File: src/include/rtc_dst_map.svh
// Purpose: constants for the daylight-saving adjust block
// Assumes: offsets are serial-bus word addresses of the RTC space
// Notes:   shared by the register file and the transition matchers
//
// Summary of operation
// - When enabled, step time forward and back at programmed moments unaided.
// - Transition settings repeat every year without being reprogrammed.
// - Enable bit is bit 7 of forward month; April enabled reads 84h.
// - Week/day register holds select, week and weekday; week 1 Sunday is 48h.
// - Hour and month are plain BCD; hour ignores 12/24h format bit.
// - Week code 7 fires on the last such weekday of the month.
// - Forward-applied flag goes to 1 after the forward step.
// - Flag clears on reverse step, power-up, or enable written to 0.
// - Forward-applied flag is readable in the status register.
// - Flag is read-only; setting time never raises it.
`ifndef RTC_DST_MAP_SVH
`define RTC_DST_MAP_SVH

`define DST_FWD_MONTH_OFS  8'h15
`define DST_FWD_WDAY_OFS   8'h16
`define DST_FWD_DATE_OFS   8'h17
`define DST_FWD_HOUR_OFS   8'h18
`define DST_REV_MONTH_OFS  8'h19
`define DST_REV_WDAY_OFS   8'h1A
`define DST_REV_DATE_OFS   8'h1B
`define DST_REV_HOUR_OFS   8'h1C
`define DST_STATUS_OFS     8'h01
`define DST_PTR_LAST       8'h2F
`define DST_DEV_ADDR       7'h6F

`define DST_REG_COUNT      8
`define DST_REG_RESET      8'h00
`define DST_FLAG_BIT       5
`define DST_ENABLE_BIT     7
`define DST_SELECT_BIT     6
`define DST_WEEK_MSB       5
`define DST_WEEK_LSB       3
`define DST_DAY_MSB        2
`define DST_WEEK_LAST      3'h7
`define DST_HOUR_MASK      8'h3F
`define DST_MONTH_MASK     8'h1F
`define DST_DATE_MASK      8'h3F
`define DST_BIT_LAST       4'h8
`define DST_BIT_RD_LAST    4'h7

`endif

File: src/include/rtc_dst_pkg.sv
// Purpose: types for the daylight-saving adjust block
// Assumes: nothing
// Notes:   serial slave states follow a Gray path
package rtc_dst_pkg;

  typedef enum logic [3:0] {
    ST_IDLE     = 4'h0,
    ST_DEV      = 4'h1,
    ST_ACK_DEV  = 4'h3,
    ST_WADDR    = 4'h2,
    ST_ACK_ADDR = 4'h6,
    ST_WDATA    = 4'h7,
    ST_ACK_WR   = 4'h5,
    ST_RDATA    = 4'h4,
    ST_RACK     = 4'hC
  } slave_state_t;

endpackage : rtc_dst_pkg

File: src/include/time_now_if.sv
// Purpose: current calendar time as seen by the transition matchers
// Assumes: all fields BCD, hour in 24-hour form, weekday 0 = Sunday
// Notes:   driven by the top, read by each matcher
`timescale 1ns/1ps
interface time_now_if;
  logic [7:0] year;
  logic [7:0] month;
  logic [7:0] date;
  logic [2:0] wday;
  logic [7:0] hour;
  modport src  (output year, month, date, wday, hour);
  modport sink (input  year, month, date, wday, hour);
endinterface : time_now_if

File: src/hw/dst_match.sv
// Purpose: decides whether now is one programmed transition moment
// Assumes: time fields are BCD and valid
// Notes:   minute and second alignment is checked by the caller
`timescale 1ns/1ps
`include "rtc_dst_map.svh"
module dst_match (
  time_now_if.sink  now,
  input  wire logic [7:0] month_i,
  input  wire logic [7:0] wday_i,
  input  wire logic [7:0] date_i,
  input  wire logic [7:0] hour_i,
  output logic            hit_o
);

  function automatic logic [6:0] bcd2bin(input logic [7:0] b);
    bcd2bin = 7'(b[7:4]) * 7'd10 + 7'(b[3:0]);
  endfunction : bcd2bin

  function automatic logic [4:0] days_in(input logic [6:0] m,
                                         input logic [6:0] y);
    logic [4:0] n;
    n = 5'd31;
    if (m == 7'd4 || m == 7'd6 || m == 7'd9 || m == 7'd11) begin
      n = 5'd30;
    end else if (m == 7'd2) begin
      n = (y[1:0] == 2'b00) ? 5'd29 : 5'd28;
    end
    days_in = n;
  endfunction : days_in

  logic [6:0] day_bin;
  logic [2:0] week_now;
  logic       last_now;
  logic       day_ok;

  always_comb begin
    day_bin  = bcd2bin(now.date);
    week_now = 3'(7'(day_bin - 7'd1) / 7'd7 + 7'd1);
    last_now = (day_bin + 7'd7) >
               7'(days_in(bcd2bin(now.month), bcd2bin(now.year)));
    if (wday_i[`DST_SELECT_BIT]) begin
      day_ok = (wday_i[`DST_DAY_MSB:0] == now.wday) &&
               ((wday_i[`DST_WEEK_MSB:`DST_WEEK_LSB] ==
                 `DST_WEEK_LAST) ? last_now :
                (wday_i[`DST_WEEK_MSB:`DST_WEEK_LSB] == week_now));
    end else begin
      day_ok = ((date_i & `DST_DATE_MASK) == now.date);
    end
    // year is not compared, so the setting recurs yearly
    hit_o = day_ok &&
            ((month_i & `DST_MONTH_MASK) == now.month) &&
            ((hour_i & `DST_HOUR_MASK) == now.hour);
  end

endmodule : dst_match

File: src/hw/rtc_daylight_saving_adjust.sv
// Purpose: daylight-saving registers, two-wire slave and auto adjust
// Assumes: time inputs on clk_sys_i; tick_i marks each new second
// Notes:   hour_fwd_o / hour_back_o ask the clock core for one-hour steps
`timescale 1ns/1ps
`include "rtc_dst_map.svh"
module rtc_daylight_saving_adjust (
  input  wire logic       clk_sys_i,
  input  wire logic       rstn_i,
  input  wire logic       scl_i,
  input  wire logic       sda_i,
  output logic            sda_o,
  output logic            sda_oe_o,
  input  wire logic       tick_i,
  input  wire logic [7:0] year_i,
  input  wire logic [7:0] month_i,
  input  wire logic [7:0] date_i,
  input  wire logic [2:0] wday_i,
  input  wire logic [7:0] hour_i,
  input  wire logic [7:0] minute_i,
  input  wire logic [7:0] second_i,
  output logic            hour_fwd_o,
  output logic            hour_back_o,
  output logic            forward_applied_o
);

  // pin synchronisers
  logic scl_s1_q, scl_s2_q, scl_s3_q;
  logic sda_s1_q, sda_s2_q, sda_s3_q;

  always_ff @(posedge clk_sys_i) begin
    if (!rstn_i) begin
      scl_s1_q <= 1'b1;
      scl_s2_q <= 1'b1;
      scl_s3_q <= 1'b1;
      sda_s1_q <= 1'b1;
      sda_s2_q <= 1'b1;
      sda_s3_q <= 1'b1;
    end else begin
      scl_s1_q <= scl_i;
      scl_s2_q <= scl_s1_q;
      scl_s3_q <= scl_s2_q;
      sda_s1_q <= sda_i;
      sda_s2_q <= sda_s1_q;
      sda_s3_q <= sda_s2_q;
    end
  end

  logic scl_rise, scl_fall, bus_start, bus_stop;

  always_comb begin
    scl_rise  = scl_s2_q & ~scl_s3_q;
    scl_fall  = ~scl_s2_q & scl_s3_q;
    bus_start = scl_s2_q & scl_s3_q & ~sda_s2_q & sda_s3_q;
    bus_stop  = scl_s2_q & scl_s3_q & sda_s2_q & ~sda_s3_q;
  end

  // configuration registers and forward-applied flag
  logic [7:0] cfg_q [`DST_REG_COUNT];
  logic [7:0] cfg_d [`DST_REG_COUNT];
  logic       flag_q, flag_d;

  function automatic logic in_window(input logic [7:0] a);
    in_window = (a >= `DST_FWD_MONTH_OFS) && (a <= `DST_REV_HOUR_OFS);
  endfunction : in_window

  function automatic logic [2:0] win_index(input logic [7:0] a);
    win_index = 3'(a - `DST_FWD_MONTH_OFS);
  endfunction : win_index

  function automatic logic [7:0] ptr_next(input logic [7:0] a);
    ptr_next = (a >= `DST_PTR_LAST) ? 8'h00 : 8'(a + 8'h01);
  endfunction : ptr_next

  function automatic logic [7:0] read_byte(input logic [7:0] a,
                                           input logic [7:0] v,
                                           input logic       f);
    logic [7:0] r;
    r = 8'h00;
    if (a == `DST_STATUS_OFS) begin
      r[`DST_FLAG_BIT] = f;
    end else if (in_window(a)) begin
      r = v;
    end
    read_byte = r;
  endfunction : read_byte

  // serial slave
  rtc_dst_pkg::slave_state_t st_q, st_d;
  logic [3:0] bit_q, bit_d;
  logic [7:0] sh_q, sh_d;
  logic [7:0] ptr_q, ptr_d;
  logic       rw_q, rw_d;
  logic       oe_q, oe_d;
  logic       nack_q, nack_d;
  logic       wr_q, wr_d;
  logic [7:0] wa_q, wa_d;
  logic [7:0] wd_q, wd_d;
  logic [7:0] rd_now, rd_nxt;

  always_comb begin
    rd_now = read_byte(ptr_q, cfg_q[win_index(ptr_q)], flag_q);
    rd_nxt = read_byte(ptr_next(ptr_q),
                       cfg_q[win_index(ptr_next(ptr_q))], flag_q);
  end

  always_comb begin
    st_d   = st_q;
    bit_d  = bit_q;
    sh_d   = sh_q;
    ptr_d  = ptr_q;
    rw_d   = rw_q;
    oe_d   = oe_q;
    nack_d = nack_q;
    wr_d   = 1'b0;
    wa_d   = wa_q;
    wd_d   = wd_q;
    if (bus_start) begin
      st_d  = rtc_dst_pkg::ST_DEV;
      bit_d = 4'h0;
      oe_d  = 1'b0;
    end else if (bus_stop) begin
      st_d = rtc_dst_pkg::ST_IDLE;
      oe_d = 1'b0;
    end else begin
      unique case (st_q)
        rtc_dst_pkg::ST_IDLE: begin
        end
        rtc_dst_pkg::ST_DEV, rtc_dst_pkg::ST_WADDR,
        rtc_dst_pkg::ST_WDATA: begin
          if (scl_rise) begin
            sh_d  = {sh_q[6:0], sda_s2_q};
            bit_d = 4'(bit_q + 4'h1);
          end else if (scl_fall && bit_q == `DST_BIT_LAST) begin
            oe_d = 1'b1;
            if (st_q == rtc_dst_pkg::ST_DEV) begin
              if (sh_q[7:1] == `DST_DEV_ADDR) begin
                rw_d = sh_q[0];
                st_d = rtc_dst_pkg::ST_ACK_DEV;
              end else begin
                oe_d = 1'b0;
                st_d = rtc_dst_pkg::ST_IDLE;
              end
            end else if (st_q == rtc_dst_pkg::ST_WADDR) begin
              ptr_d = sh_q;
              st_d  = rtc_dst_pkg::ST_ACK_ADDR;
            end else begin
              wr_d  = 1'b1;
              wa_d  = ptr_q;
              wd_d  = sh_q;
              ptr_d = ptr_next(ptr_q);
              st_d  = rtc_dst_pkg::ST_ACK_WR;
            end
          end
        end
        rtc_dst_pkg::ST_ACK_DEV: begin
          if (scl_fall) begin
            bit_d = 4'h0;
            if (rw_q) begin
              sh_d = rd_now;
              oe_d = ~rd_now[7];
              st_d = rtc_dst_pkg::ST_RDATA;
            end else begin
              oe_d = 1'b0;
              st_d = rtc_dst_pkg::ST_WADDR;
            end
          end
        end
        rtc_dst_pkg::ST_ACK_ADDR, rtc_dst_pkg::ST_ACK_WR: begin
          if (scl_fall) begin
            oe_d  = 1'b0;
            bit_d = 4'h0;
            st_d  = rtc_dst_pkg::ST_WDATA;
          end
        end
        rtc_dst_pkg::ST_RDATA: begin
          if (scl_fall) begin
            if (bit_q == `DST_BIT_RD_LAST) begin
              oe_d  = 1'b0;
              st_d  = rtc_dst_pkg::ST_RACK;
            end else begin
              bit_d = 4'(bit_q + 4'h1);
              sh_d  = {sh_q[6:0], 1'b0};
              oe_d  = ~sh_q[6];
            end
          end
        end
        rtc_dst_pkg::ST_RACK: begin
          if (scl_rise) begin
            nack_d = sda_s2_q;
          end else if (scl_fall) begin
            if (nack_q) begin
              st_d = rtc_dst_pkg::ST_IDLE;
            end else begin
              ptr_d = ptr_next(ptr_q);
              sh_d  = rd_nxt;
              oe_d  = ~rd_nxt[7];
              bit_d = 4'h0;
              st_d  = rtc_dst_pkg::ST_RDATA;
            end
          end
        end
        default: begin
          st_d = rtc_dst_pkg::ST_IDLE;
          oe_d = 1'b0;
        end
      endcase
    end
  end

  always_ff @(posedge clk_sys_i) begin
    if (!rstn_i) begin
      st_q   <= rtc_dst_pkg::ST_IDLE;
      bit_q  <= 4'h0;
      sh_q   <= 8'h00;
      ptr_q  <= 8'h00;
      rw_q   <= 1'b0;
      oe_q   <= 1'b0;
      nack_q <= 1'b0;
      wr_q   <= 1'b0;
      wa_q   <= 8'h00;
      wd_q   <= 8'h00;
    end else begin
      st_q   <= st_d;
      bit_q  <= bit_d;
      sh_q   <= sh_d;
      ptr_q  <= ptr_d;
      rw_q   <= rw_d;
      oe_q   <= oe_d;
      nack_q <= nack_d;
      wr_q   <= wr_d;
      wa_q   <= wa_d;
      wd_q   <= wd_d;
    end
  end

  // transition detection
  time_now_if now ();

  assign now.year  = year_i;
  assign now.month = month_i;
  assign now.date  = date_i;
  assign now.wday  = wday_i;
  assign now.hour  = hour_i;

  logic fwd_match, rev_match;

  dst_match u_fwd (
    .now     (now),
    .month_i (cfg_q[0]),
    .wday_i  (cfg_q[1]),
    .date_i  (cfg_q[2]),
    .hour_i  (cfg_q[3]),
    .hit_o   (fwd_match)
  );

  dst_match u_rev (
    .now     (now),
    .month_i (cfg_q[4]),
    .wday_i  (cfg_q[5]),
    .date_i  (cfg_q[6]),
    .hour_i  (cfg_q[7]),
    .hit_o   (rev_match)
  );

  logic dst_en, top_of_hour, fwd_hit, rev_hit, en_clear;
  logic fwd_q, fwd_d, back_q, back_d;

  always_comb begin
    dst_en      = cfg_q[0][`DST_ENABLE_BIT];
    top_of_hour = tick_i && (minute_i == 8'h00) && (second_i == 8'h00);
    fwd_hit     = dst_en && !flag_q && top_of_hour && fwd_match;
    // flag already cleared stops a second fall-back in the repeated hour
    rev_hit     = dst_en && flag_q && top_of_hour && rev_match;
    en_clear    = wr_q && (wa_q == `DST_FWD_MONTH_OFS) &&
                  !wd_q[`DST_ENABLE_BIT];
    fwd_d       = fwd_hit;
    back_d      = rev_hit;
    // only reset, the matchers and a forward-month write with enable 0 move the flag; other bus writes never do
    if (fwd_hit) begin
      flag_d = 1'b1;
    end else if (rev_hit || en_clear) begin
      flag_d = 1'b0;
    end else begin
      flag_d = flag_q;
    end
    for (int i = 0; i < `DST_REG_COUNT; i++) begin
      cfg_d[i] = cfg_q[i];
    end
    if (wr_q && in_window(wa_q)) begin
      cfg_d[win_index(wa_q)] = wd_q;
    end
  end

  always_ff @(posedge clk_sys_i) begin
    if (!rstn_i) begin
      flag_q <= 1'b0;
      fwd_q  <= 1'b0;
      back_q <= 1'b0;
      for (int i = 0; i < `DST_REG_COUNT; i++) begin
        cfg_q[i] <= `DST_REG_RESET;
      end
    end else begin
      flag_q <= flag_d;
      fwd_q  <= fwd_d;
      back_q <= back_d;
      for (int i = 0; i < `DST_REG_COUNT; i++) begin
        cfg_q[i] <= cfg_d[i];
      end
    end
  end

  // open-drain data line only ever pulls low
  logic sda_lo_q;

  always_ff @(posedge clk_sys_i) begin
    if (!rstn_i) begin
      sda_lo_q <= 1'b0;
    end else begin
      sda_lo_q <= 1'b0;
    end
  end

  assign sda_o             = sda_lo_q;
  assign sda_oe_o          = oe_q;
  assign hour_fwd_o        = fwd_q;
  assign hour_back_o       = back_q;
  assign forward_applied_o = flag_q;

endmodule : rtc_daylight_saving_adjust

File: config.mk
export PLATFORM = sky130hd
export DESIGN_NAME = rtc_daylight_saving_adjust
export DESIGN_NICKNAME = d
export VERILOG_FILES = /design/src/include/rtc_dst_pkg.sv /design/src/include/time_now_if.sv /design/src/hw/dst_match.sv /design/src/hw/rtc_daylight_saving_adjust.sv
export VERILOG_INCLUDE_DIRS = /design/src /design/src/include
export SDC_FILE = /design/constraint.sdc
export NUM_CORES = 1
export LEC_CHECK = 0
export ABC_AREA = 1
export BUFFER_PORTS_ARGS = -buffer_cell sky130_fd_sc_hd__buf_2
export CAP_MARGIN = 20
export CORE_UTILIZATION = 50
export DETAILED_ROUTE_END_ITERATION = 8
export PLACE_DENSITY_LB_ADDON = 0.15
export SETUP_SLACK_MARGIN = 0.2
export SLEW_MARGIN = 15
export SYNTH_ARGS = -nofsm -noshare
export SYNTH_HDL_FRONTEND = slang
export SYNTH_HIERARCHICAL = 1
export SYNTH_SLANG_ARGS = --single-unit
File: constraint.sdc
create_clock -name clk_sys_i -period 13.75 [get_ports clk_sys_i]
set_clock_uncertainty 0.2 [all_clocks]
set_input_delay 2.75 -clock clk_sys_i [delete_from_list [all_inputs] [get_ports clk_sys_i]]
set_output_delay 2.75 -clock clk_sys_i [all_outputs]
set_load 0.005 [all_outputs]
=== Yosys cells after proc, flatten, opt, wreduce, memory -nomap -nowiden ===
Memories as Yosys holds them, arrays and structs flattened.
Index checks and enable logic that the tools add are counted.

* Flip-flop bits (word level): 53
* Memory bits (writable): 64
* Output and inout port bits: 5
* Memories kept: 1

* Add/subtract/negate cells: 11
* $mul: 3
* Divide/modulo/power cells: 1
* $lt $le $gt $ge: 10
* Eq/ne operators: 54
* Multiplexer cells: 87
* Bitwise logic cells: 32
* Reductions and logical operators: 51

{| class="wikitable"
|+ Memories
! name !! words !! width !! read ports !! clocked after memory_dff !! wr ports !! line !! text
|-
| cfg_q || 8 || 8 || 10 || 0 || 8 || rtc_daylight_saving_adjust.sv:58 || <nowiki>logic [7:0] cfg_q [`DST_REG_COUNT];</nowiki>
|}

{| class="wikitable"
|+ Operators by type and width
! cell !! count
|-
| $mux W8 || 27
|-
| $bwmux W64 || 1
|-
| $mux W4 || 16
|-
| $mux W64 || 1
|-
| $reduce_and A9 Y1 || 5
|-
| $eq A6 B8 Y1 || 4
|-
| $ne A4 B4 Y1 const B || 8
|-
| $pmux W8 S4 || 1
|-
| $mux W1 || 26
|-
| $ne A2 B2 Y1 const B || 13
|-
| $demux W8 S3 || 1
|-
| $ge A8 B5 Y1 const B || 3
|-
| $le A8 B5 Y1 const B || 3
|-
| $pmux W4 S6 || 1
|-
| $logic_and A1 B1 Y1 || 22
|-
| $eq A4 B3 Y1 const B || 5
|-
| $mux W5 || 4
|-
| $eq A5 B8 Y1 || 2
|-
| $eq A8 B1 Y1 const B || 2
|-
| $logic_not A8 Y1 || 2
|-
| $not A1 Y1 || 16
|-
| $pmux W4 S4 || 1
|-
| $pmux W8 S2 || 1
|-
| $add A7 B4 Y7 || 2
|-
| other kinds (44) || 82
|}

=== Logic depth before layout (Yosys ltp) ===
Gate-level depths: netlist of run 1.

* Depth in word-level cells: 17
* Mapped depth: 41
* Depth with buffers taken out: 41

=== Hierarchy ===
Netlist of run 1, hierarchy kept.

{| class="wikitable"
|+ By module, submodules not included
! module !! times used !! cells each !! area an instance (µm²) !! seq. area each (µm²)
|-
| rtc_daylight_saving_adjust || 1 || 999 || 6705.2 || 2342.2
|-
| dst_match || 2 || 245 || 1517.7 || 0.0
|}

=== Least setup slack after synthesis of run 1 ===
Ideal clock, no wire load.

* Kind: input-to-reg
* Start point: input port date_i[5]
* End point: register flag_q (netlist: forward_applied_o)
* Library setup time: 0.127 ns
* Arrival: 6.804 ns
* Required time: 13.423 ns
* Slack: 6.619 ns
* Stages: 36
* Buffers on the path: 0
* Path through: ha_1 ha_1 inv_1 fa_1 nor2_2 nand4_1 nand3_1 nand2_2 nand2_2 nand2_4 a21oi_1 nand4_2 nand2_2 nand2_2 nand2_1 inv_1 ha_1 nand2_1 nand2_1 nand2_1 nand2_1 nor2_2 nand2_2 ha_1 xnor2_1 xor2_1 inv_1 nor2_1 nand3_1 nand2_1 nand2_1 a21oi_2 nand3_1 or2_2 o2111ai_1 o21ai_0

* Cells in the longest elaborated chain, start to end: 14
* Elaborated cells on any way between the ends: 26

{| class="wikitable"
|+ RTL lines
! element !! line !! text
|-
| from (decl) || rtc_daylight_saving_adjust.sv:16 || <nowiki>input wire logic [7:0] date_i,</nowiki>
|-
| $mul A4 B3 Y6 || dst_match.sv:16 || <nowiki>bcd2bin = 7'(b[7:4]) * 7'd10 + 7'(b[3:0]);</nowiki>
|-
| $add A7 B4 Y7 || dst_match.sv:16 ||
|-
| $sub A7 B1 Y7 || dst_match.sv:38 || <nowiki>week_now = 3'(7'(day_bin - 7'd1) / 7'd7 + 7'd1);</nowiki>
|-
| $div A7 B3 Y7 || dst_match.sv:38 ||
|-
| $add A3 B1 Y3 || dst_match.sv:38 ||
|-
| $eq A3 B3 Y1 || dst_match.sv:45 || <nowiki>(wday_i[`DST_WEEK_MSB:`DST_WEEK_LSB] == week_now));</nowiki>
|-
| $mux W1 || dst_match.sv:43 || <nowiki>((wday_i[`DST_WEEK_MSB:`DST_WEEK_LSB] ==</nowiki>
|-
| $logic_and A1 B1 Y1 || dst_match.sv:42 || <nowiki>day_ok = (wday_i[`DST_DAY_MSB:0] == now.wday) &&</nowiki>
|-
| $mux W1 * || dst_match.sv:41 || <nowiki>if (wday_i[`DST_SELECT_BIT]) begin</nowiki>
|-
| $logic_and A1 B1 Y1 * (2 in series) || dst_match.sv:50 || <nowiki>hit_o = day_ok &&</nowiki>
|-
| via rev_match || rtc_daylight_saving_adjust.sv:245 || <nowiki>logic fwd_match, rev_match;</nowiki>
|-
| $logic_and A1 B1 Y1 * || rtc_daylight_saving_adjust.sv:273 || <nowiki>rev_hit = dst_en && flag_q && top_of_hour && rev_match;</nowiki>
|-
| $logic_or A1 B1 Y1 * || rtc_daylight_saving_adjust.sv:281 || <nowiki>end else if (rev_hit || en_clear) begin</nowiki>
|-
| $reduce_bool A2 Y1 (no source line) * || - ||
|-
| to (signal assigned) || rtc_daylight_saving_adjust.sv:303 || <nowiki>flag_q <= flag_d;</nowiki>
|-
| to (decl) || rtc_daylight_saving_adjust.sv:60 || <nowiki>logic flag_q, flag_d;</nowiki>
|}

Mark *: on every way through the listed nets, which the timed path passes. The rest lies on a longest branch.
A chain may end at the register's enable or synchronous reset.

=== Worst setup path in the final report of run 1 ===
Ends and elaborated chain as after synthesis.

==> results of run 1 <==
## area by class of cell
cell class                      instances  share of cell area, %
Clock inverter                          8                  0.903
Timing Repair Buffer                   56                   2.67
Multi-Input combinational cell       1103                   59.1
Tap cell                              260                   3.05
Sequential cell                       117                   22.0
Clock buffer                           24                   4.70
Inverter                              216                   7.65
## power by group
group | total (mW) | switching [mW] | internal, mW
combinational | 0.948 | 0.640 | 0.308
sequential | 0.393 | 0.0328 | 0.360
clock | 0.451 | 0.161 | 0.290
total | 1.79 | 0.834 | 0.957
## final timing paths
kind         cells past startpoint                   from                        endpoint
min                              1    scl_s1_q$_SDFF_PN1_             scl_s2_q$_SDFF_PN1_
max                             37              date_i[5]  forward_applied_o$_SDFFE_PN0P_
min reg2reg                      1    scl_s1_q$_SDFF_PN1_             scl_s2_q$_SDFF_PN1_
max reg2reg                     14  ptr_q[0]$_SDFFE_PN0P_            sh_q[4]$_SDFFE_PN0P_
## metrics by stage
stage                     std cells  area, sq um  hold slack (ns)  total power, mW
after global placement         1752        10100            0.196             1.32
after global routing           1784        10700            0.222             1.93
final                          1784        10700            0.218             1.79
after detailed placement       1752        10100            0.204             1.33
after CTS                      1784        10700            0.223             1.78
after floorplan                1489         9740            0.193             1.15
## cells by family (layout without fill, tap and decap cells)
| group | after synthesis | in the layout | synth area share (%) |
|---|---|---|---|
| AO/OA/AOI/OAI | 339 | 339 | 19.5 |
| AND/OR/NAND/NOR | 666 | 666 | 33.6 |
| adder cells (fa/ha/maj) | 56 | 56 | 7.81 |
| flip-flops | 117 | 117 | 24.0 |
| other | 1 | 1 | 0.0385 |
| XOR/XNOR | 41 | 41 | 3.69 |
| buffers and inverters | 269 | 304 | 11.3 |
## cell usage in the layout (no fill, tap or decap), types with 17 or more instances in the layout
cell and count:
a21oi_1 124, buf_2 54, clkbuf_16 17, dfxtp_1 117, ha_1 48, inv_1 185
inv_2 25, nand2_1 272, nand2_2 28, nand3_1 109, nand4_1 29, nor2_1 128
o21ai_0 139, xnor2_1 19, xor2_1 22
## flip-flops by register name, indices dropped and copies added, names as in the netlist, 4 cells and up
signal and cells:
bit_q 4, cfg_q 64, ptr_q 8, sh_q 8
st_q 4, wa_q 8, wd_q 8
## worst max-delay path: cells and delay by family
| kind | cells | cell delay (ns) |
|---|---|---|
| xor+xnor | 2 | 0.31 |
| simple gates | 22 | 2.21 |
| fa+ha+maj | 5 | 1.30 |
| buf+inv | 4 | 0.41 |
| compound gates | 4 | 0.64 |
## routing by layer
layer | share of wire, % | up-vias
met5 | 0 | -
met4 | 2.5 | 0
met3 | 5.2 | 41
met2 | 47 | 310
met1 | 45 | 4515
li1 | - | 4997
==> reports/qor.yml, run 1 <==
drtPass1Iterations: 5
arrival_ns: 7.65
final.fill_count: 1928
cts_buffers: 17
die_area_sq_um: 20000
use_met2_pct: 49.1
crit_type: "in -> reg"
multiInputGateArea_sq_um: 6300
antenna_cells: 0
grt_pass1_vias: 8830
finalHoldViolCount: 0
p_leak_nw: 4.64
required_ns: 13.86
chipWidth_um: 142
cts_htree_levels: 4
post_cts_buffers: 0
synth_seq_cells: 117
worstMarginPinSlew_ns: 0.944
max_freq_mhz: 133
drt_iter0_drc: 789
core_area_sq_um: 18900
tns_ns: 0
cp-start-kind: "primary input"
cts_hold_buffers: 0
drive_gt1_share_pct: 14.0
slew_viol_final: 0
synth_top_flop_cell: "dfxtp_1"
synth_edf_count: 0
max-vdd-ir-drop_mv: 0.118
tritoncts: "done"
port_buffers: 54
grt_use_total_pct: 28.5
synth.distinct_cells: 59
cts.sink_count: 117
endpoint_kind: "register"
wirelength_um: 28300
period_needed_ns: 7.54
r2r_slack_ns: 8.66
antenna_found_initial: 0
finish.utilization_pct: 56.5
cp_slowest_cell: "fa_1"
rsz0062_at_grt: "no"
yosysSeqAreaShare_pct: 24.0
outcome: "finished, final reports clean"
place_ws_ns: 5.80
start_util_pct: 51.6
hold_path_class: "reg -> reg"
setup_slack_ns: 6.21
grt_max_degree: 87
cts_resized: 0
gp_congestion: 0.928
grt_util_met3_pct: 4.39
rows: 50
synthArstFlopShare_pct: 0
area_delta_synth_final_pct: 9.51
setup_viol: 0
synth_commonest_cells: "272 x nand2_1, 185 x inv_1, 139 x o21ai_0, 128 x nor2_1, 124 x a21oi_1"
wl_per_cell_um: 15.9
fin_crit_sh_pct: 54.9
maxCapViolations: 0
vias: 9863
grt-ovfl-total: 0
die_y_um: 142
slew_headroom_pct: 36.8
ios: 61
root_buffer: "clkbuf_16"
viasPerCell: 5.53
insertion_delay_ns: 0.42
drc: 0
yosys-top-cells-area: "dfxtp_1 24%, nand2_1 10%, o21ai_0 7.1%, inv_1 7.1%, a21oi_1 6.4%"
finalNetCount: 1623
yosysMostFrequentCell: "nand2_1"
synth_nets: 1601
path_clk_slew_ns: 0.06
antenna_left: 0
critPathMaxFanout: 8
powerDensity_nw_per_um2: 168
syn_inst: 1489
yosys.area.top_type: "dfxtp_1"
syn_area_per_cell_sq_um: 6.54
grt_pass1_wl_um: 44800
max_stage_delay_ns: 0.47
yosysWarningCount: 6
dp_hpwl_um: 20900
clk_path_buf_depth: 2
syn_area_sq_um: 9740
yosysTopAreaCellShare_pct: 24.0
final-seq-area_sq_um: 2340
use_met1_pct: 36.3
top_usage_layer: "met2"
crit_top_cell: "nand2_1"
No activity file was read; power rests on OpenSTA's default activity.
==> run 2: changes to the inputs <==
==> constraint.sdc (replaced) <==
create_clock -name clk_sys_i -period 7.8 [get_ports clk_sys_i]
set_clock_uncertainty 0.2 [all_clocks]
set_input_delay 1.56 -clock clk_sys_i [delete_from_list [all_inputs] [get_ports clk_sys_i]]
set_output_delay 1.56 -clock clk_sys_i [all_outputs]
set_load 0.005 [all_outputs]
==> run 2 against run 1 <==
Flip-flop and latch count did not move. Total power grew 76%. Register-to-register slack worse by 5.8 ns. First-iteration DRC count decreased by 14%. Non-clock buffer count grew 1. Die area is the same. Routed wire length shrank 1.7%. Critical endpoint unchanged. Critical path type unchanged. Cell area barely moved. Hold slack improved by 0.00055 ns.
==> reports/qor.yml, run 2 (synthesized netlist as in run 1, its figures left out) <==
outcome: "finished, final reports clean"
final_cell_mix: "272 x nand2_1, 185 x inv_1, 139 x o21ai_0"
rr_worst_depth: 17
max-vdd-ir-drop_mv: 0.247
grt-ovfl-total: 0
drc: 0
setup_viol: 0
area_delta_synth_final_pct: 9.52
holdPathStages: 1
critPathMaxFanout: 8
fin_area_sq_um: 10700
rows: 50
dp_hpwl_um: 20700
placed_area_sq_um: 10100
grt_pass1_vias: 9111
drt_iter0_drc: 675
cts.sink_count: 117
wl_per_cell_um: 15.6
ios: 61
grt_use_total_pct: 28.7
final_common_cell: "nand2_1"
antenna_found_initial: 1
vias: 9889
slew_headroom_pct: 40.6
powerDensity_nw_per_um2: 296
arrival_ns: 6.43
path_clk_slew_ns: 0.06
cp_slowest_cell: "fa_1"
cts_buffers: 17
grt_pass1_wl_um: 45100
cts_htree_levels: 4
hold_path_class: "reg -> reg"
die_y_um: 142
largest_reg_flops: 64
period_needed_ns: 6.32
clk_path_buf_depth: 2
finalHoldViolCount: 0
drive_gt1_share_pct: 13.9
antenna_cells: 0
tns_ns: 0
endpoint_kind: "register"
max_freq_mhz: 158
finalNetCount: 1624
maxCapViolations: 0
hold_slack_ns: 0.218
drtPass1Iterations: 6
final-seq-area_sq_um: 2340
antenna_left: 0
chipWidth_um: 142
post_cts_buffers: 0
required_ns: 7.91
fin_crit_sh_pct: 81.1
worstMarginPinSlew_ns: 0.883
port_buffers: 54
max_stage_delay_ns: 0.46
slew_viol_final: 0
crit_top_cell: "nand2_1"
wirelength_um: 27800
die_area_sq_um: 20000
top_register: "cfg_q"
root_buffer: "clkbuf_16"
rsz0062_at_grt: "no"
gp_congestion: 0.945
viasPerCell: 5.54
grt_max_degree: 87
final.fill_count: 1901
multiInputGateArea_sq_um: 6300
tritoncts: "done"
cts_hold_buffers: 0
cts_resized: 0
insertion_delay_ns: 0.43
start_util_pct: 51.6
core_area_sq_um: 18900
cp-start-kind: "primary input"
crit_type: "in -> reg"
p_leak_nw: 4.63
## run 2: cell types whose count changed in the layout (fill, tap and decap cells not counted), sizes merged
cell / delta
clkbuf: -2
clkinv: -2
clkinvlp: +2
buf: +1
bufinv: +1
## run 2: final timing paths
path	start	endpoint	slack [ns]
max	date_i[5]	forward_applied_o$_SDFFE_PN0P_	1.48
min	scl_s1_q$_SDFF_PN1_	scl_s2_q$_SDFF_PN1_	0.22
max reg2reg	ptr_q[0]$_SDFFE_PN0P_	sh_q[0]$_SDFFE_PN0P_	2.91
min reg2reg	scl_s1_q$_SDFF_PN1_	scl_s2_q$_SDFF_PN1_	0.22
## run 2: final cells by class
class	count	area share (%)
sequential	117	22.0
multi-input combinational	1103	59.1
timing repair buffer	57	2.74
tap	260	3.05
inverter	216	7.65
clock inverter	9	1.20
clock buffer	22	4.35
## run 2: per-layer routing
metal  vias to the layer above  global-route usage [%]  share of wire [%]
met5                         -                       0                  0
met4                         0                    13.5                4.4
met3                        65                    4.72                5.9
met2                       329                    47.5                 45
met1                      4491                    36.3                 45
li1                       5004                       -                  -
## run 2: stage by stage
| stage | setup slack, ns | total power, mW | cells | util [%] |
|---|---|---|---|---|
| final | 1.48 | 3.16 | 1784 | 56.5 |
| after global routing | 1.00 | 3.40 | 1784 | 56.5 |
| after CTS | 1.44 | 3.15 | 1784 | 56.5 |
| after detailed placement | 1.01 | 2.35 | 1753 | 53.3 |
| after global placement | 1.12 | 2.32 | 1753 | 53.3 |
| after floorplan | 1.86 | 2.02 | 1489 | - |
## run 2: power breakdown
part | switching, mW | total [mW] | internal [mW]
combinational | 1.12 | 1.67 | 0.543
clock | 0.283 | 0.798 | 0.515
sequential | 0.0553 | 0.690 | 0.635
total | 1.46 | 3.16 | 1.69
## run 2: critical path: cells and delay by family
| family | cells | cell delay (ns) |
|---|---|---|
| AO/OA/AOI/OAI | 3 | 0.40 |
| XOR/XNOR | 2 | 0.32 |
| AND/OR/NAND/NOR | 24 | 2.22 |
| buffers and inverters | 7 | 0.62 |
| adder cells (fa/ha/maj) | 5 | 1.30 |
==> run 3: changes to the inputs <==
==> constraint.sdc (replaced) <==
create_clock -name clk_sys_i -period 5.6 [get_ports clk_sys_i]
set_clock_uncertainty 0.2 [all_clocks]
set_input_delay 1.12 -clock clk_sys_i [delete_from_list [all_inputs] [get_ports clk_sys_i]]
set_output_delay 1.12 -clock clk_sys_i [all_outputs]
set_load 0.005 [all_outputs]
==> run 3 against run 2 <==
Flip-flop and latch count is the same. Critical path depth shrank 6. Die area is the same. Via count grew 3.2%. Sequential share of layout area shrank 1.5 points. Setup slack lost 1.4 ns. Clock power grew 40%. Core utilization grew 4.2 points. Sequential power grew 40%. Combinational power grew 60%. Non-clock buffer count grew 56. Register-to-register slack lost 1.4 ns. Largest power group unchanged.
==> reports/qor.yml, run 3 (synthesized netlist as in run 1, its figures left out) <==
outcome: "finished, final reports clean"
grt-ovfl-total: 0
cts_hold_buffers: 0
area_delta_synth_final_pct: 17.6
top_register: "cfg_q"
use_met2_pct: 49.0
crit_family: "simple AND/OR/NAND/NOR gates"
cp_slowest_cell: "fa_2"
cts_htree_levels: 4
critPathMaxFanout: 5
drive_gt1_share_pct: 20.5
drtPass1Iterations: 5
wl_per_cell_um: 15.8
holdPathStages: 1
port_buffers: 54
endpoint_kind: "register"
worstMarginPinSlew_ns: 0.936
grt_pass1_vias: 9196
drt_iter0_drc: 847
hold_slack_ns: 0.213
finalNetCount: 1680
wirelength_um: 29100
slew_headroom_pct: 37.3
max_stage_delay_ns: 0.56
powerDensity_nw_per_um2: 416
root_buffer: "clkbuf_16"
crit_type: "in -> reg"
path_clk_slew_ns: 0.06
finalHoldViolCount: 0
hold_path_class: "reg -> reg"
grt_max_degree: 87
arrival_ns: 5.62
antenna_cells: 0
top_usage_layer: "met2"
path_buf_inv: 5
rsz0062_at_grt: "yes"
placed_area_sq_um: 10400
p_leak_nw: 4.95
core_area_sq_um: 18900
antenna_left: 0
required_ns: 5.71
setup_viol: 0
die_area_sq_um: 20000
ios: 61
maxCapViolations: 0
cp.depth: 35
period_needed_ns: 5.52
insertion_delay_ns: 0.43
fin_crit_sh_pct: 98.5
grt_util_met3_pct: 5.13
cts_buffers: 17
rows: 50
drc: 0
antenna_found_initial: 0
die_y_um: 142
chipWidth_um: 142
gp_congestion: 0.940
finish.utilization_pct: 60.6
clk_path_buf_depth: 2
slew_viol_final: 0
use_met1_pct: 37.0
fin_area_sq_um: 11500
vias: 10206
max_freq_mhz: 181
dp_hpwl_um: 21000
cts.sink_count: 117
viasPerCell: 5.54
final_common_cell: "nand2_1"
cp-start-kind: "primary input"
start_util_pct: 51.6
rr_worst_depth: 15
grt_use_total_pct: 29.1
max-vdd-ir-drop_mv: 0.344
grt_pass1_wl_um: 45900
final_cell_mix: "253 x nand2_1, 179 x inv_1, 138 x o21ai_0"
largest_reg_flops: 64
tritoncts: "done"
==> run 3: cell type report <==
cell class | count | area [sq um]
fill | 1801 | 7440
multi-input combinational | 1103 | 6620
sequential | 117 | 2340
inverter | 216 | 818
timing repair buffer | 113 | 751
clock buffer | 18 | 439
tap | 260 | 325
clock inverter | 14 | 160
==> run 3: what timing repair did <==
action,in CTS,in global routing
pin swaps,43,61
endpoints found under the hold margin,0,0
buffers inserted,7,9
setup endpoints to repair,3,3
resized for setup,33,45
==> run 3: worst paths after layout <==
path	to	slack (ns)	startpoint
max	forward_applied_o$_SDFFE_PN0P_	0.08	date_i[7]
min	sda_s2_q$_SDFF_PN1_	0.21	sda_s1_q$_SDFF_PN1_
max reg2reg	sda_oe_o$_SDFFE_PP0P_	1.54	ptr_q[0]$_SDFFE_PN0P_
min reg2reg	sda_s2_q$_SDFF_PN1_	0.21	sda_s1_q$_SDFF_PN1_
==> run 3: where the power goes <==
part           total (mW)  internal [mW]  switching, mW
logic                2.68          0.988           1.69
clock network        1.12          0.706          0.410
registers           0.964          0.883         0.0810
==> run 3: through the flow <==
stage               power, mW  TNS [ns]  worst slack [ns]  std cells
floorplan                2.84         0             0.204       1489
CTS                      4.62         0             0.178       1832
detailed placement       3.42     -1.18            -0.443       1793
finish                   4.76         0            0.0848       1841
global placement         3.39    -0.929            -0.380       1793
global route             5.09    -0.313            -0.178       1841
==> run 3: metal layers <==
| layer | routed length, um | part of all wire (%) |
|---|---|---|
| met5 | 0 | 0 |
| met4 | 990 | 3.4 |
| met3 | 1710 | 5.9 |
| met2 | 13600 | 47 |
| met1 | 12700 | 44 |
==> run 3: worst reg2reg max path: cells and delay by family, from the launching register on <==
family	cells	cell delay (ns)
AND/OR/NAND/NOR	9	0.77
AO/OA/AOI/OAI	1	0.05
adder cells (fa/ha/maj)	2	0.77
flip-flops	1	0.86
buffers and inverters	3	1.30
